--- src/cas_pkg.sv ---
// Purpose: constants and types shared by the charger monitoring converter sequencer
// Assumes: 16-bit register port, eight monitored channels
// Notes:   offsets index 16-bit registers on the plain register port
package cas_pkg;

    // ------------------------------------------------------------
    // widths
    // ------------------------------------------------------------
    localparam int ADDR_W   = 8;
    localparam int DATA_W   = 16;
    localparam int RES_W    = 16;
    localparam int NCH      = 8;
    localparam int CH_W     = 3;
    localparam int IDX_W    = 4;
    localparam int SPEED_W  = 2;

    // ------------------------------------------------------------
    // register offsets
    // ------------------------------------------------------------
    localparam logic [ADDR_W-1:0] OFF_CTRL    = 8'h00;
    localparam logic [ADDR_W-1:0] OFF_CHDIS   = 8'h01;
    localparam logic [ADDR_W-1:0] OFF_STATUS  = 8'h02;
    localparam logic [ADDR_W-1:0] OFF_FLAG    = 8'h03;
    localparam logic [ADDR_W-1:0] OFF_RESULT0 = 8'h10;

    // ------------------------------------------------------------
    // control register fields
    // ------------------------------------------------------------
    localparam int CTRL_EN       = 0;
    localparam int CTRL_ONESHOT  = 1;
    localparam int CTRL_AVG      = 2;
    localparam int CTRL_SEED     = 3;
    localparam int CTRL_SPEED_LO = 4;
    localparam int CTRL_BATSENSE = 6;
    localparam int CTRL_DONEMASK = 7;

    // status and flag fields
    localparam int STS_DONE   = 0;
    localparam int STS_BUSY   = 1;
    localparam int STS_SUPPLY = 2;
    localparam int STS_HOLD   = 3;
    localparam int FLG_DONE   = 0;

    // ------------------------------------------------------------
    // channel numbers and reset values
    // ------------------------------------------------------------
    localparam logic [CH_W-1:0] CH_CHG_CURRENT = 3'h3;
    localparam logic [CH_W-1:0] CH_THERMISTOR  = 3'h6;

    localparam logic [NCH-1:0]     RST_CHDIS  = 8'h00;
    localparam logic [SPEED_W-1:0] RST_SPEED  = 2'h0;
    localparam logic [RES_W-1:0]   RST_RESULT = 16'h0000;

    typedef enum logic [1:0] {ST_OFF, ST_WAIT, ST_START, ST_CONV} cas_state_t;

endpackage

--- src/cas_adc_sequencer.sv ---
// Purpose: sequencer for the charger's 16-bit monitoring converter
// Assumes: converter answers each start with one convDone pulse; inputs synchronous to clk
// Notes:   results held in a local array, read over the plain register port
`timescale 1ns/100ps

// Notes on behaviour
// - each channel result is stored with 16-bit resolution
// - conversion runs only while enable is set; clearing it powers converter down
// - rate bit picks continuous or single pass; single pass clears enable
// - averaging off by default; seed bit picks stored value or fresh sample
// - converter runs only with ac sense, vbus or battery supply valid
// - enable set before supply is valid waits, then starts converting
// - high impedance input mode does not block conversion
// - battery only: 3.2V needed with thermistor channel, else 2.9V
// - speed change mid conversion reconverts that channel at new speed
// - all channels enabled at reset; disabled channel keeps last result
// - channel disabled mid cycle finishes, then is skipped
// - with all channels disabled stay ready; start once one is enabled
// - single pass done sets status, flag and alert pulse unless masked
// - continuous mode keeps done status and done flag at zero
// - faults never stop conversion; software clears enable to stop
// - adapter insertion halts conversion until detection completes
// - bias regulator not forced by enable, forced by thermistor channel
// - charge current channel reads zero in trickle, supplement or charge disable with averaging off
// - battery only: current sense amp on only when software enables it
// - stop cleanly by single pass rate or by disabling all channels
module cas_adc_sequencer
    import cas_pkg::*;
(
    // clock and reset
    input  wire logic                 clk,
    input  wire logic                 rst,
    // register port
    input  wire logic [ADDR_W-1:0]    addr,
    input  wire logic [DATA_W-1:0]    wrData,
    input  wire logic                 wrEn,
    input  wire logic                 rdEn,
    output logic      [DATA_W-1:0]    rdData_r,
    // supply qualification and charger state
    input  wire logic                 acSenseOk,
    input  wire logic                 vbusOk,
    input  wire logic                 battAbove29,
    input  wire logic                 battAbove32,
    input  wire logic                 batteryOnly,
    input  wire logic                 adapterInsert,
    input  wire logic                 detectionDone,
    input  wire logic                 trickleCharge,
    input  wire logic                 supplementMode,
    input  wire logic                 chargeDisabled,
    // converter
    output logic                      convStart_r,
    output logic      [CH_W-1:0]      convChannel_r,
    output logic      [SPEED_W-1:0]   convSpeed_r,
    output logic                      convPowerOn_r,
    input  wire logic                 convDone,
    input  wire logic [RES_W-1:0]     convData,
    // analog support and alert
    output logic                      biasRegulatorOn_r,
    output logic                      currentSenseAmpOn_r,
    output logic                      doneAlert_r
);

    // ------------------------------------------------------------
    // registers
    // ------------------------------------------------------------
    logic                ctrlEn_r;
    logic                rateOneShot_r;
    logic                avgEn_r;
    logic                avgSeedFresh_r;
    logic [SPEED_W-1:0]  speed_r;
    logic                battSenseOn_r;
    logic                doneMask_r;
    logic [NCH-1:0]      chanDis_r;
    logic                doneStat_r;
    logic                doneFlag_r;
    logic                hold_r;
    logic [NCH-1:0]      seeded_r;
    logic [RES_W-1:0]    resultMem [NCH];
    cas_state_t          state_r;
    cas_state_t          state_nxt;
    logic [IDX_W-1:0]    curCh_r;
    logic [IDX_W-1:0]    curCh_nxt;

    // ------------------------------------------------------------
    // channel search
    // ------------------------------------------------------------
    // lowest enabled channel at or above start, NCH when none
    function automatic logic [IDX_W-1:0] nextFrom(input logic [IDX_W-1:0] start, input logic [NCH-1:0] en);
        logic [IDX_W-1:0] r;
        r = IDX_W'(NCH);
        for (int i = NCH - 1; i >= 0; i--) begin
            if (en[i] && (i >= int'(start))) begin
                r = IDX_W'(i);
            end
        end
        return r;
    endfunction

    // ------------------------------------------------------------
    // decode
    // ------------------------------------------------------------
    wire                   wrCtrl      = wrEn && (addr == OFF_CTRL);
    wire                   wrChdis     = wrEn && (addr == OFF_CHDIS);
    wire                   rdFlag      = rdEn && (addr == OFF_FLAG);
    wire                   rdResult    = (addr[ADDR_W-1:CH_W] == OFF_RESULT0[ADDR_W-1:CH_W]);
    wire [NCH-1:0]         chEn        = ~chanDis_r;
    wire                   thermEn     = chEn[CH_THERMISTOR];
    wire                   anyEn       = |chEn;
    wire                   battOk      = thermEn ? battAbove32 : battAbove29;
    wire                   supplyOk    = acSenseOk || vbusOk || battOk;
    // no fault input and no input-mode term gate the run condition
    wire                   runOk       = ctrlEn_r && supplyOk && !hold_r && anyEn;
    wire                   abortConv   = !ctrlEn_r || !supplyOk || hold_r || adapterInsert;
    wire                   speedChg    = (speed_r != convSpeed_r);
    wire                   resultTake  = (state_r == ST_CONV) && convDone && !abortConv && !speedChg;
    wire [IDX_W-1:0]       resumeCh    = nextFrom(curCh_r, chEn);
    wire [IDX_W-1:0]       firstCh     = nextFrom(IDX_W'(0), chEn);
    wire [IDX_W-1:0]       afterCh     = nextFrom(curCh_r + IDX_W'(1), chEn);
    wire                   cycleEnd    = resultTake && (afterCh == IDX_W'(NCH));
    wire                   finishShot  = cycleEnd && rateOneShot_r;
    wire                   chgZero     = trickleCharge || supplementMode || chargeDisabled;
    wire [RES_W-1:0]       rawVal      = ((convChannel_r == CH_CHG_CURRENT) && chgZero) ? RST_RESULT : convData;
    wire                   enRise      = wrCtrl && wrData[CTRL_EN] && !ctrlEn_r;

    // ------------------------------------------------------------
    // control registers
    // ------------------------------------------------------------
    wire ctrlEn_nxt = wrCtrl ? wrData[CTRL_EN] : (finishShot ? 1'b0 : ctrlEn_r);

    always_ff @(posedge clk) begin
        if (rst) begin
            ctrlEn_r       <= 1'b0;
            rateOneShot_r  <= 1'b0;
            avgEn_r        <= 1'b0;
            avgSeedFresh_r <= 1'b0;
            speed_r        <= RST_SPEED;
            battSenseOn_r  <= 1'b0;
            doneMask_r     <= 1'b0;
        end else begin
            ctrlEn_r <= ctrlEn_nxt;
            if (wrCtrl) begin
                rateOneShot_r  <= wrData[CTRL_ONESHOT];
                avgEn_r        <= wrData[CTRL_AVG];
                avgSeedFresh_r <= wrData[CTRL_SEED];
                speed_r        <= wrData[CTRL_SPEED_LO +: SPEED_W];
                battSenseOn_r  <= wrData[CTRL_BATSENSE];
                doneMask_r     <= wrData[CTRL_DONEMASK];
            end
        end
    end

    always_ff @(posedge clk) begin
        if (rst) begin
            chanDis_r <= RST_CHDIS;
        end else if (wrChdis) begin
            chanDis_r <= wrData[NCH-1:0];
        end
    end

    // ------------------------------------------------------------
    // sequencer
    // ------------------------------------------------------------
    always_comb begin
        state_nxt = state_r;
        curCh_nxt = curCh_r;
        case (state_r)
            ST_OFF: begin
                if (ctrlEn_r) begin
                    state_nxt = ST_WAIT;
                    curCh_nxt = IDX_W'(0);
                end
            end
            ST_WAIT: begin
                if (!ctrlEn_r) begin
                    state_nxt = ST_OFF;
                end else if (runOk) begin
                    state_nxt = ST_START;
                    curCh_nxt = (resumeCh != IDX_W'(NCH)) ? resumeCh : firstCh;
                end
            end
            ST_START: begin
                if (abortConv) begin
                    state_nxt = ctrlEn_r ? ST_WAIT : ST_OFF;
                end else begin
                    state_nxt = ST_CONV;
                end
            end
            ST_CONV: begin
                if (abortConv) begin
                    state_nxt = ctrlEn_r ? ST_WAIT : ST_OFF;
                end else if (speedChg) begin
                    state_nxt = ST_START;
                end else if (resultTake) begin
                    if (!cycleEnd) begin
                        state_nxt = ST_START;
                        curCh_nxt = afterCh;
                    end else if (rateOneShot_r) begin
                        state_nxt = ST_OFF;
                    end else begin
                        state_nxt = ST_WAIT;
                        curCh_nxt = IDX_W'(0);
                    end
                end
            end
            default: begin
                state_nxt = ST_OFF;
            end
        endcase
    end

    always_ff @(posedge clk) begin
        if (rst) begin
            state_r       <= ST_OFF;
            curCh_r       <= '0;
            convStart_r   <= 1'b0;
            convChannel_r <= '0;
            convSpeed_r   <= RST_SPEED;
        end else begin
            state_r     <= state_nxt;
            curCh_r     <= curCh_nxt;
            convStart_r <= (state_r == ST_START) && !abortConv;
            if ((state_r == ST_START) && !abortConv) begin
                convChannel_r <= curCh_r[CH_W-1:0];
                convSpeed_r   <= speed_r;
            end
        end
    end

    // ------------------------------------------------------------
    // result storage with optional averaging
    // ------------------------------------------------------------
    generate
        for (genvar g = 0; g < NCH; g++) begin : gChan
            wire              take   = resultTake && (convChannel_r == CH_W'(g));
            wire [RES_W:0]    sum    = {1'b0, resultMem[g]} + {1'b0, rawVal};
            wire [RES_W-1:0]  avgVal = sum[RES_W:1];
            wire              fresh  = !avgEn_r || (!seeded_r[g] && avgSeedFresh_r);
            always_ff @(posedge clk) begin
                if (rst) begin
                    resultMem[g] <= RST_RESULT;
                    seeded_r[g]  <= 1'b0;
                end else begin
                    if (take) begin
                        resultMem[g] <= fresh ? rawVal : avgVal;
                    end
                    if (take) begin
                        seeded_r[g] <= 1'b1;
                    end else if (!avgEn_r || enRise) begin
                        seeded_r[g] <= 1'b0;
                    end
                end
            end
        end
    endgenerate

    // ------------------------------------------------------------
    // done status, flag, alert and analog support
    // ------------------------------------------------------------
    always_ff @(posedge clk) begin
        if (rst) begin
            doneStat_r          <= 1'b0;
            doneFlag_r          <= 1'b0;
            doneAlert_r         <= 1'b0;
            hold_r              <= 1'b0;
            biasRegulatorOn_r   <= 1'b0;
            currentSenseAmpOn_r <= 1'b0;
            convPowerOn_r       <= 1'b0;
        end else begin
            doneStat_r  <= rateOneShot_r && (finishShot || (doneStat_r && !enRise));
            doneFlag_r  <= rateOneShot_r && (finishShot || (doneFlag_r && !rdFlag));
            doneAlert_r <= finishShot && !doneMask_r;
            hold_r      <= adapterInsert || (hold_r && !detectionDone);
            biasRegulatorOn_r   <= thermEn;
            currentSenseAmpOn_r <= !batteryOnly || battSenseOn_r;
            convPowerOn_r       <= ctrlEn_r;
        end
    end

    // ------------------------------------------------------------
    // read path
    // ------------------------------------------------------------
    wire [DATA_W-1:0] ctrlView = {8'h00, doneMask_r, battSenseOn_r, speed_r, avgSeedFresh_r,
                                  avgEn_r, rateOneShot_r, ctrlEn_r};
    wire [DATA_W-1:0] statView = {12'h000, hold_r, supplyOk, (state_r != ST_OFF), doneStat_r};
    wire [DATA_W-1:0] rdMux    = (addr == OFF_CTRL)   ? ctrlView :
                                 (addr == OFF_CHDIS)  ? {8'h00, chanDis_r} :
                                 (addr == OFF_STATUS) ? statView :
                                 (addr == OFF_FLAG)   ? {15'h0000, doneFlag_r} :
                                 rdResult             ? resultMem[addr[CH_W-1:0]] :
                                 16'h0000;

    always_ff @(posedge clk) begin
        if (rst) begin
            rdData_r <= '0;
        end else begin
            rdData_r <= rdEn ? rdMux : 16'h0000;
        end
    end
endmodule

--- config.mk ---
export PLATFORM = sky130hd
export DESIGN_NAME = cas_adc_sequencer
export DESIGN_NICKNAME = d
export VERILOG_FILES = /design/src/cas_pkg.sv /design/src/cas_adc_sequencer.sv
export SDC_FILE = /design/constraint.sdc
export NUM_CORES = 1
export LEC_CHECK = 0
export BUFFER_PORTS_ARGS = -buffer_cell sky130_fd_sc_hd__buf_2
export CAP_MARGIN = 5
export CORE_UTILIZATION = 38
export CTS_BUF_LIST = sky130_fd_sc_hd__clkbuf_4
export DETAILED_ROUTE_END_ITERATION = 10
export GPL_ROUTABILITY_DRIVEN = 0
export MAX_ROUTING_LAYER = met4
export PLACE_DENSITY = 0.58
export SLEW_MARGIN = 10
export SYNTH_ARGS = -nofsm -noshare
export SYNTH_HDL_FRONTEND = slang
export SYNTH_SLANG_ARGS = --single-unit
--- constraint.sdc ---
create_clock -name clk -period 5.2 [get_ports clk]
set_input_delay 0.78 -clock clk [delete_from_list [all_inputs] [get_ports clk]]
set_output_delay 0.78 -clock clk [all_outputs]
set_load 0.005 [all_outputs]
# Yosys cells after proc, flatten, opt, wreduce, memory -nomap -nowiden
# Memory sizes are Yosys's and may differ from the RTL's.
# Cells that the tools add are included.
# totals
ramBits,128
out_inout_bits,26
ff_bits,59
elab_cells,309
n_memories,1
input_bits,55
# classes
n_addsub,9
eq_ne,26
mux,105
reduce_logical,111
magnitude_cmp,16
bitwise_logic,11
# memory_table
memory,depth,word_bits,rd,rd_clocked_by_memory_dff,write_ports,line_no,source
resultMem,8,16,9,0,8,cas_adc_sequencer.sv:78,logic [RES_W-1:0] resultMem [NCH];
# ops
op,n
$mux W16,17
$add A16 B16 Y17,8
$mux W4,33
$logic_and A1 B1 Y1,53
$mux W1,40
$mux W8,5
$ge A3 B4 Y1 const A,8
$logic_or A1 B1 Y1,20
$reduce_bool A2 Y1,10
$logic_not A1 Y1,19
$eq A8 B2 Y1 const B,2
$ge A1 B4 Y1 const A,4
$ge A2 B4 Y1 const A,4
$mux W2,8
$eq A3 B3 Y1 const B,4
$ne A2 B2 Y1 const B,6
$pmux W4 S3,1
$eq A8 B1 Y1 const B,1
$logic_not A8 Y1,1
$ne A4 B4 Y1 const B,2
$not A8 Y8,1
$or A1 B1 Y1,8
$pmux W2 S4,1
$reduce_and A8 Y1,1
17 further kinds,21

# Logic depth before layout (Yosys ltp)
# Gate-level depths: netlist (run 1).
# logic_depth
depth_word,18
ltp_mapped,16
depth_no_buf,14

# Worst setup path after synthesis (run 1)
# OpenSTA, ideal clock, no wires.
# synth_timing
path_type,input-to-reg
start,in supplementMode
end,"mem resultMem[1][14], data pin"
setup_slack_ps,465
path_buffers,3
required_ps,4941
arrival_ps,4475
setup_time_ps,259
cell_stages,16
cell_sequence,or3_1 -> buf_2 -> nand2_1 -> clkbuf_1 -> and2_1 -> clkbuf_1 -> ha_1 -> a21oi_1 -> inv_1 -> a2111o_1 -> a2111oi_2 -> nor4_1 -> a2111o_1 -> o31ai_4 -> xnor2_1 -> o2bb2ai_1
# synth_lines
element,line_no,source
start: declaration,cas_adc_sequencer.sv:48,"input wire logic supplementMode,"
end: declaration,cas_adc_sequencer.sv:78,

==> reports/metrics.csv, run 1 <==
stage,metric,value,unit
drt,antenna_left,0,
setup_path,arrival,4800,ps
sta,hold_viol,0,
final_layout,layout_common_cells,"nand2_1 (216), a21oi_1 (202), nor2_1 (190)",
final_layout,utilization,41.94,%
yosys,synth_nets,1908,
placement,io_buffers,72,
final_layout,drive_gt1_share,11.02,%
final_layout,final_common_cell,nand2_1,
pwr,power.leakage,6.457,nW
setup_path,worst-path-max-fanout,15,
clock_tree,cts_sinks,187,
clock_tree,cts_buffer_depth,2,
yosys,synth_top_area_share,25.65,%
worst_hold_path,hp-class,primary input to flip-flop,
pwr,ir_drop,0.0001334,V
setup_path,cp_slowest_cell,dfxtp_1,
yosys,synth_seq_cells,187,
setup_path,crit_start,convChannel_r[1],
floorplanning,io_pins,81,
yosys,synth_flop_cell,edfxtp_1,
yosys,postSynthCellCount,1719,
setup_path,crit_family,compound AO/OA/AOI/OAI gates,
sta,slew-limit-headroom,36.06,%
pwr,power-per-cell-area,209.8,nW/um^2
status,outcome,"finished, final reports clean",
sta,fin_skew,28.64,ps
sta,worst_pin_slew,959.0,ps
job,maxCapViolations,0,
final_layout,fin_area,16250,um^2
drt,totalWireLength,43.03,mm
yosys,syn_area,14980,um^2
sta,min_period_over_period,85.19,%
yosys,syn_avg_cell_area,8.716,um^2
setup_path,rr_endpoint,resultMem[3][13],
sta,setup_violations,0,
yosys,synth-async-reset-ratio,0,%
clock_tree,cts_root_buffer,clkbuf_4,
setup_path,endpoint_kind,flip-flop,
floorplanning,rows,72,
floorplanning,dieArea,40230,um^2
yosys,seq_area_frac_synth,33.54,%
clock_tree,cts.clk_slew.worst_paths,200,ps
global_routing,gr-total-overflow,0,
setup_path,rr_worst_depth,15,
clock_tree,cts_tree,done,
setup_path,crit_chain,and3b_1 -> buf_4 -> nand2_1 -> and2_1 -> buf_4 -> ha_1 -> nor2b_1 -> o21ai_0 -> a21boi_0 -> o21ai_0 -> a211oi_1 -> o31a_1 -> or3_1 -> nand3_1 -> a21oi_1,
yosys,synth_edf_count,128,
sta,whs,315.7,ps
sta,min_period,4430,ps
final_layout,syn2layout_area_growth,8.443,%
floorplanning,chipWidth,200.6,um
setup_path,reg2reg_slack,770,ps
floorplanning,core_area,38740,um^2
yosys,synth.largest_area_cell,edfxtp_1,
final_layout,final_net_count,1954,
global_routing,grt_start_max_net_pins,48,
floorplanning,die_height,200.6,um
placement,pre_cts_ws,492.7,ps
yosys,synth.distinct_cells,69,
setup_path,crit_buf_inv,2,
clock_tree,h-tree-depth,4,
drt,viasPerCell,5.673,
clock_tree,post_cts_buffers,0,
global_routing,track_usage,22.17,%
setup_path,critPathLaunchType,flip-flop,
drt,drt_iter0_markers,841,
pwr,p_total,3.410,mW
final_layout,finalNonFillerCells,2297,
global_routing,grt_pass1_vias,12210,
yosys,ys.warnings.count,0,
clock_tree,clock_latency,650,ps
clock_tree,cts_buffers,17,
sta,rsz0062_at_grt,false,
setup_path,crit_path_end,resultMem[3][13],
setup_path,r2r-start,convChannel_r[1],
floorplanning,floorplan.initialDensity,38.68,%
sta,setup-tns-final,0,ps
sta,drv_slew,0,
placement,placed_cells,2264,
setup_path,cp_num_cells,15,
drt,num_vias,13030,
setup_path,cpPeakStageDelay,670,ps
drt,wire_per_inst,18.73,um
drt,drc_errors,0,
sta,fmax,225.7,MHz
placement,dp_hpwl,32.58,mm
clock_tree,hold_buffers,0,
setup_path,worst-setup-path-type,flip-flop to flip-flop,
global_routing,grt_pass1_wl,68.55,mm
placement,placed_cell_area,15970,um^2
drt,firstDrtPassIters,7,
setup_path,crit_required,5570,ps
yosys,synthTopCellsByArea,"edfxtp_1 (26%), ha_1 (11%), dfxtp_1 (7.9%)",
clock_tree,postCtsResizedCells,0,
sta,setup_ws,770.0,ps
global_routing,antenna_found_initial,1,
==> routing by layer <==
| metal | GRT usage [%] | share of wire, % |
|---|---|---|
| met4 | 5.289 | 1.6 |
| met3 | 2.792 | 5.3 |
| met2 | 33.84 | 45 |
| met5 | - | 0 |
| met1 | 31.15 | 48 |
==> cells by family (layout without fill, tap and decap cells) <==
family / after synthesis / in the layout / share of synthesized area (%)
xor+xnor: 85 / 85 / 4.969
compound gates: 471 / 471 / 19.17
buf+inv: 123 / 182 / 3.173
other cells: 0 / 1 / 0
flops: 187 / 187 / 33.54
simple gates: 639 / 639 / 19.55
mux: 80 / 80 / 8.017
fa+ha+maj: 134 / 134 / 11.59
==> cell type report <==
| class | instances | area (um^2) |
|---|---|---|
| clock buffer | 17 | 127.6 |
| antenna | 1 | 2.502 |
| tap | 518 | 648.1 |
| fill | 3935 | 22490 |
| multi-input combinational | 1409 | 9504 |
| timing repair buffer | 109 | 638.1 |
| sequential | 187 | 5025 |
| inverter | 41 | 153.9 |
| clock inverter | 15 | 148.9 |
==> worst register-to-register path, cell delays in order, from the launching register on <==
cell	delay [ps]
dfxtp_1	670
and3b_1	230
buf_4	190
nand2_1	170
and2_1	240
buf_4	210
ha_1	370
nor2b_1	170
o21ai_0	250
a21boi_0	180
o21ai_0	490
a211oi_1	250
o31a_1	300
or3_1	300
nand3_1	80
a21oi_1	70
==> flip-flops by register name, indices dropped and copies added (netlist names), 2 cells and up <==
register	flops
rdData_r	16
chanDis_r	8
curCh_r	4
state_r	2
seeded_r	8
resultMem	128
convChannel_r	3
speed_r	2
convSpeed_r	2
==> cells in the mapped netlist (all sizes together), types with 5 or more instances <==
| library cell | number |
|---|---|
| a21boi | 11 |
| xnor2 | 47 |
| or3 | 17 |
| mux2i | 48 |
| dfxtp | 59 |
| nand3b | 5 |
| a211o | 6 |
| buf | 14 |
| xor2 | 38 |
| nor3 | 40 |
| nand2 | 216 |
| a211oi | 18 |
| a2111o | 5 |
| o22ai | 11 |
| fa | 8 |
| nand3 | 30 |
| a21o | 26 |
| edfxtp | 128 |
| nor2b | 46 |
| mux4 | 32 |
| nor2 | 191 |
| o211ai | 6 |
| nand2b | 19 |
| a311oi | 7 |
| nand4 | 13 |
| ha | 126 |
| nor3b | 6 |
| o21a | 26 |
| clkbuf | 68 |
| and2 | 24 |
| inv | 40 |
| or2 | 9 |
| o31ai | 8 |
| a21oi | 203 |
| and3 | 13 |
| a31oi | 15 |
| o21ai | 92 |
==> power by group <==
part	total, mW	switching, mW	internal, mW
Sequential	1.68	0.0394	1.64
Clock	0.860	0.641	0.219
Combinational	0.873	0.498	0.375
==> worst min-delay path by stage <==
stage | from | to | slack, ps | cells past startpoint
detailed placement | seeded_r[6] | seeded_r[6] | 450 | 2
global placement | seeded_r[3] | seeded_r[3] | 440 | 2
CTS | batteryOnly | currentSenseAmpOn_r | 250 | 2
finish | batteryOnly | currentSenseAmpOn_r | 320 | 2
floorplan | seeded_r[1] | seeded_r[1] | 420 | 2
global route | batteryOnly | currentSenseAmpOn_r | 250 | 2
Note: power is estimated with default switching activity, not from simulation.
==> run 2, diff against run 1 <==
==> constraint.sdc (replaced) <==
create_clock -name clk -period 4.25 [get_ports clk]
set_input_delay 0.6375 -clock clk [delete_from_list [all_inputs] [get_ports clk]]
set_output_delay 0.6375 -clock clk [all_outputs]
set_load 0.005 [all_outputs]
==> reports/metrics.csv, run 2 (synthesis gave the netlist of run 1 again) <==
stage,metric,value,unit,change
status,outcome,"finished, final reports clean",,
sta,hold_viol,0,,unchanged
pwr,p_int,2.780,mW,+25%
floorplanning,io_pins,81,,unchanged
sta,min_period,3926,ps,-504.3 ps
floorplanning,rows,72,,unchanged
pwr,power.switching,1.357,mW,+15%
drt,antenna_left,0,,unchanged
setup_path,cpPeakStageDelay,480,ps,-190 ps
setup_path,worst-setup-path-type,flip-flop to flip-flop,,
floorplanning,dieArea,40230,um^2,unchanged
final_layout,largest_reg_flops,128,,unchanged
floorplanning,floorplan.initialDensity,38.68,%,unchanged
sta,drv_slew,0,,unchanged
global_routing,gr-total-overflow,0,,unchanged
final_layout,layout_common_cells,"nand2_1 (215), a21oi_1 (201), nor2_1 (190)",,
pwr,ir_drop,0.0001772,V,+33%
global_routing,antenna_found_initial,1,,unchanged
clock_tree,postCtsResizedCells,0,,unchanged
placement,placed_cells,2296,,+1.4%
final_layout,syn2layout_area_growth,9.946,%,
pwr,power.leakage,6.584,nW,+2.0%
sta,fin_skew,30.25,ps,+1.606 ps
global_routing,track_usage,22.48,%,+0.30 points
clock_tree,cts_tree,done,,
sta,setup-tns-final,0,ps,unchanged
setup_path,critPathLaunchType,flip-flop,,
drt,firstDrtPassIters,5,,-2
placement,io_buffers,72,,unchanged
setup_path,endpoint_kind,flip-flop,,
setup_path,cp_slowest_cell,a2111o_1,,
sta,whs,177.4,ps,-138.3 ps
pwr,clkPwrFrac,23.7,%,-1.5 points
final_layout,regMostFlops,resultMem,,
drt,wire_per_inst,18.82,um,+0.46%
floorplanning,chipWidth,200.6,um,unchanged
setup_path,worst-path-max-fanout,10,,-5
final_layout,final_common_cell,nand2_1,,
sta,slew-limit-headroom,31.56,%,-4.5 points
drt,num_vias,13120,,+0.68%
global_routing,grt_start_max_net_pins,41,,-15%
final_layout,top_regs,"resultMem: 128 flops, rdData_r: 16 flops",,
setup_path,cp_num_cells,14,,-1
clock_tree,cts_root_buffer,clkbuf_4,,
final_layout,finalNonFillerCells,2329,,+1.4%
pwr,p_total,4.136,mW,+21%
sta,min_period_over_period,92.37,%,+7.2 points
setup_path,crit_chain,and3b_1 -> nand2_1 -> buf_4 -> and2_1 -> ha_1 -> a21oi_2 -> inv_1 -> a2111o_1 -> a2111oi_2 -> nor4_1 -> a2111o_1 -> o31ai_4 -> xnor2_1 -> o2bb2ai_1,,
clock_tree,h-tree-depth,4,,unchanged
setup_path,crit_required,4620,ps,-950 ps
sta,rsz0062_at_grt,false,,
setup_path,arrival,4300,ps,-500 ps
pwr,power-per-cell-area,251.1,nW/um^2,+20%
final_layout,final_net_count,1986,,+1.6%
clock_tree,hold_buffers,0,,unchanged
setup_path,crit_family,compound AO/OA/AOI/OAI gates,,
setup_path,crit_buf_inv,2,,unchanged
clock_tree,cts.clk_slew.worst_paths,160,ps,-40 ps
sta,fmax,254.7,MHz,+13%
drt,drc_errors,0,,unchanged
final_layout,drive_gt1_share,12.54,%,+1.5 points
final_layout,fin_area,16470,um^2,+1.4%
global_routing,grt_pass1_wl,69.44,mm,+1.3%
setup_path,crit_top_cell,a2111o_1,,
placement,placed_cell_area,16230,um^2,+1.6%
pwr,netSwitchingFraction,32.80,%,-1.8 points
worst_hold_path,hp-class,primary input to flip-flop,,
setup_path,rr_worst_depth,14,,-1
floorplanning,die_height,200.6,um,unchanged
global_routing,grt_pass1_vias,12450,,+1.9%
worst_hold_path,hold_depth,2,,unchanged
job,maxCapViolations,0,,unchanged
drt,viasPerCell,5.633,,-0.70%
sta,setup_violations,0,,unchanged
sta,worst_pin_slew,1022,ps,+63.15 ps
floorplanning,core_area,38740,um^2,unchanged
drt,drt_iter0_markers,896,,+6.5%
pwr,seqPwrFrac,49.6,%,+0.4 points
clock_tree,cts_buffers,17,,unchanged
drt,totalWireLength,43.83,mm,+1.9%
clock_tree,clock_latency,640,ps,about the same
pwr,comb_power_share,26.7,%,+1.1 points
placement,dp_hpwl,33.51,mm,+2.9%
clock_tree,post_cts_buffers,0,,unchanged
clock_tree,cts_buffer_depth,2,,unchanged
clock_tree,cts_sinks,187,,unchanged
-- run 2: final cells by class --
type	instances	area, um^2
fill	3938	22260
multi-input combinational	1409	9507
sequential	187	5025
timing repair buffer	141	890.9
tap	518	648.1
inverter	41	155.1
clock buffer	19	142.6
clock inverter	13	102.6
antenna	1	2.502
-- run 2: per-stage QoR --
step	worst slack [ps]	util, %
finish	324.3	42.53
global placement	-31.07	41.89
detailed placement	-88.86	41.89
floorplan	4.301	-
global route	112.3	42.53
CTS	329.5	42.52
-- run 2: final timing paths --
kind / slack [ps] / from / end
max: 320 / convChannel_r[2] / resultMem[1][14]
min reg2reg: 460 / doneMask_r / doneAlert_r
max reg2reg: 320 / convChannel_r[2] / resultMem[1][14]
min: 180 / batteryOnly / currentSenseAmpOn_r
-- run 2: metal layers --
| layer | GRT usage [%] | share of wire, % |
|---|---|---|
| met1 | 31.14 | 47 |
| met2 | 35.03 | 46 |
| met3 | 2.825 | 4.9 |
| met4 | 4.935 | 1.4 |
| met5 | - | 0 |
-- run 2: worst register-to-register path, cell delays in order (launching register included) --
cell and delay, ps:
dfxtp_1 390, and3b_1 290, nand2_1 200, buf_4 240, and2_1 190, ha_1 230
a21oi_2 160, inv_1 60, a2111o_1 450, a2111oi_2 430, nor4_1 140, a2111o_1 480
o31ai_4 200, xnor2_1 100, o2bb2ai_1 140
-- run 2: power groups by stage --
stage	Combinational, mW	Sequential, mW	Clock, mW
floorplan	0.808	2.07	0
global placement	1.06	2.09	0
detailed placement	1.08	2.09	0
CTS	1.09	2.05	1.01
global route	1.22	2.06	1.08
finish	1.10	2.05	0.982
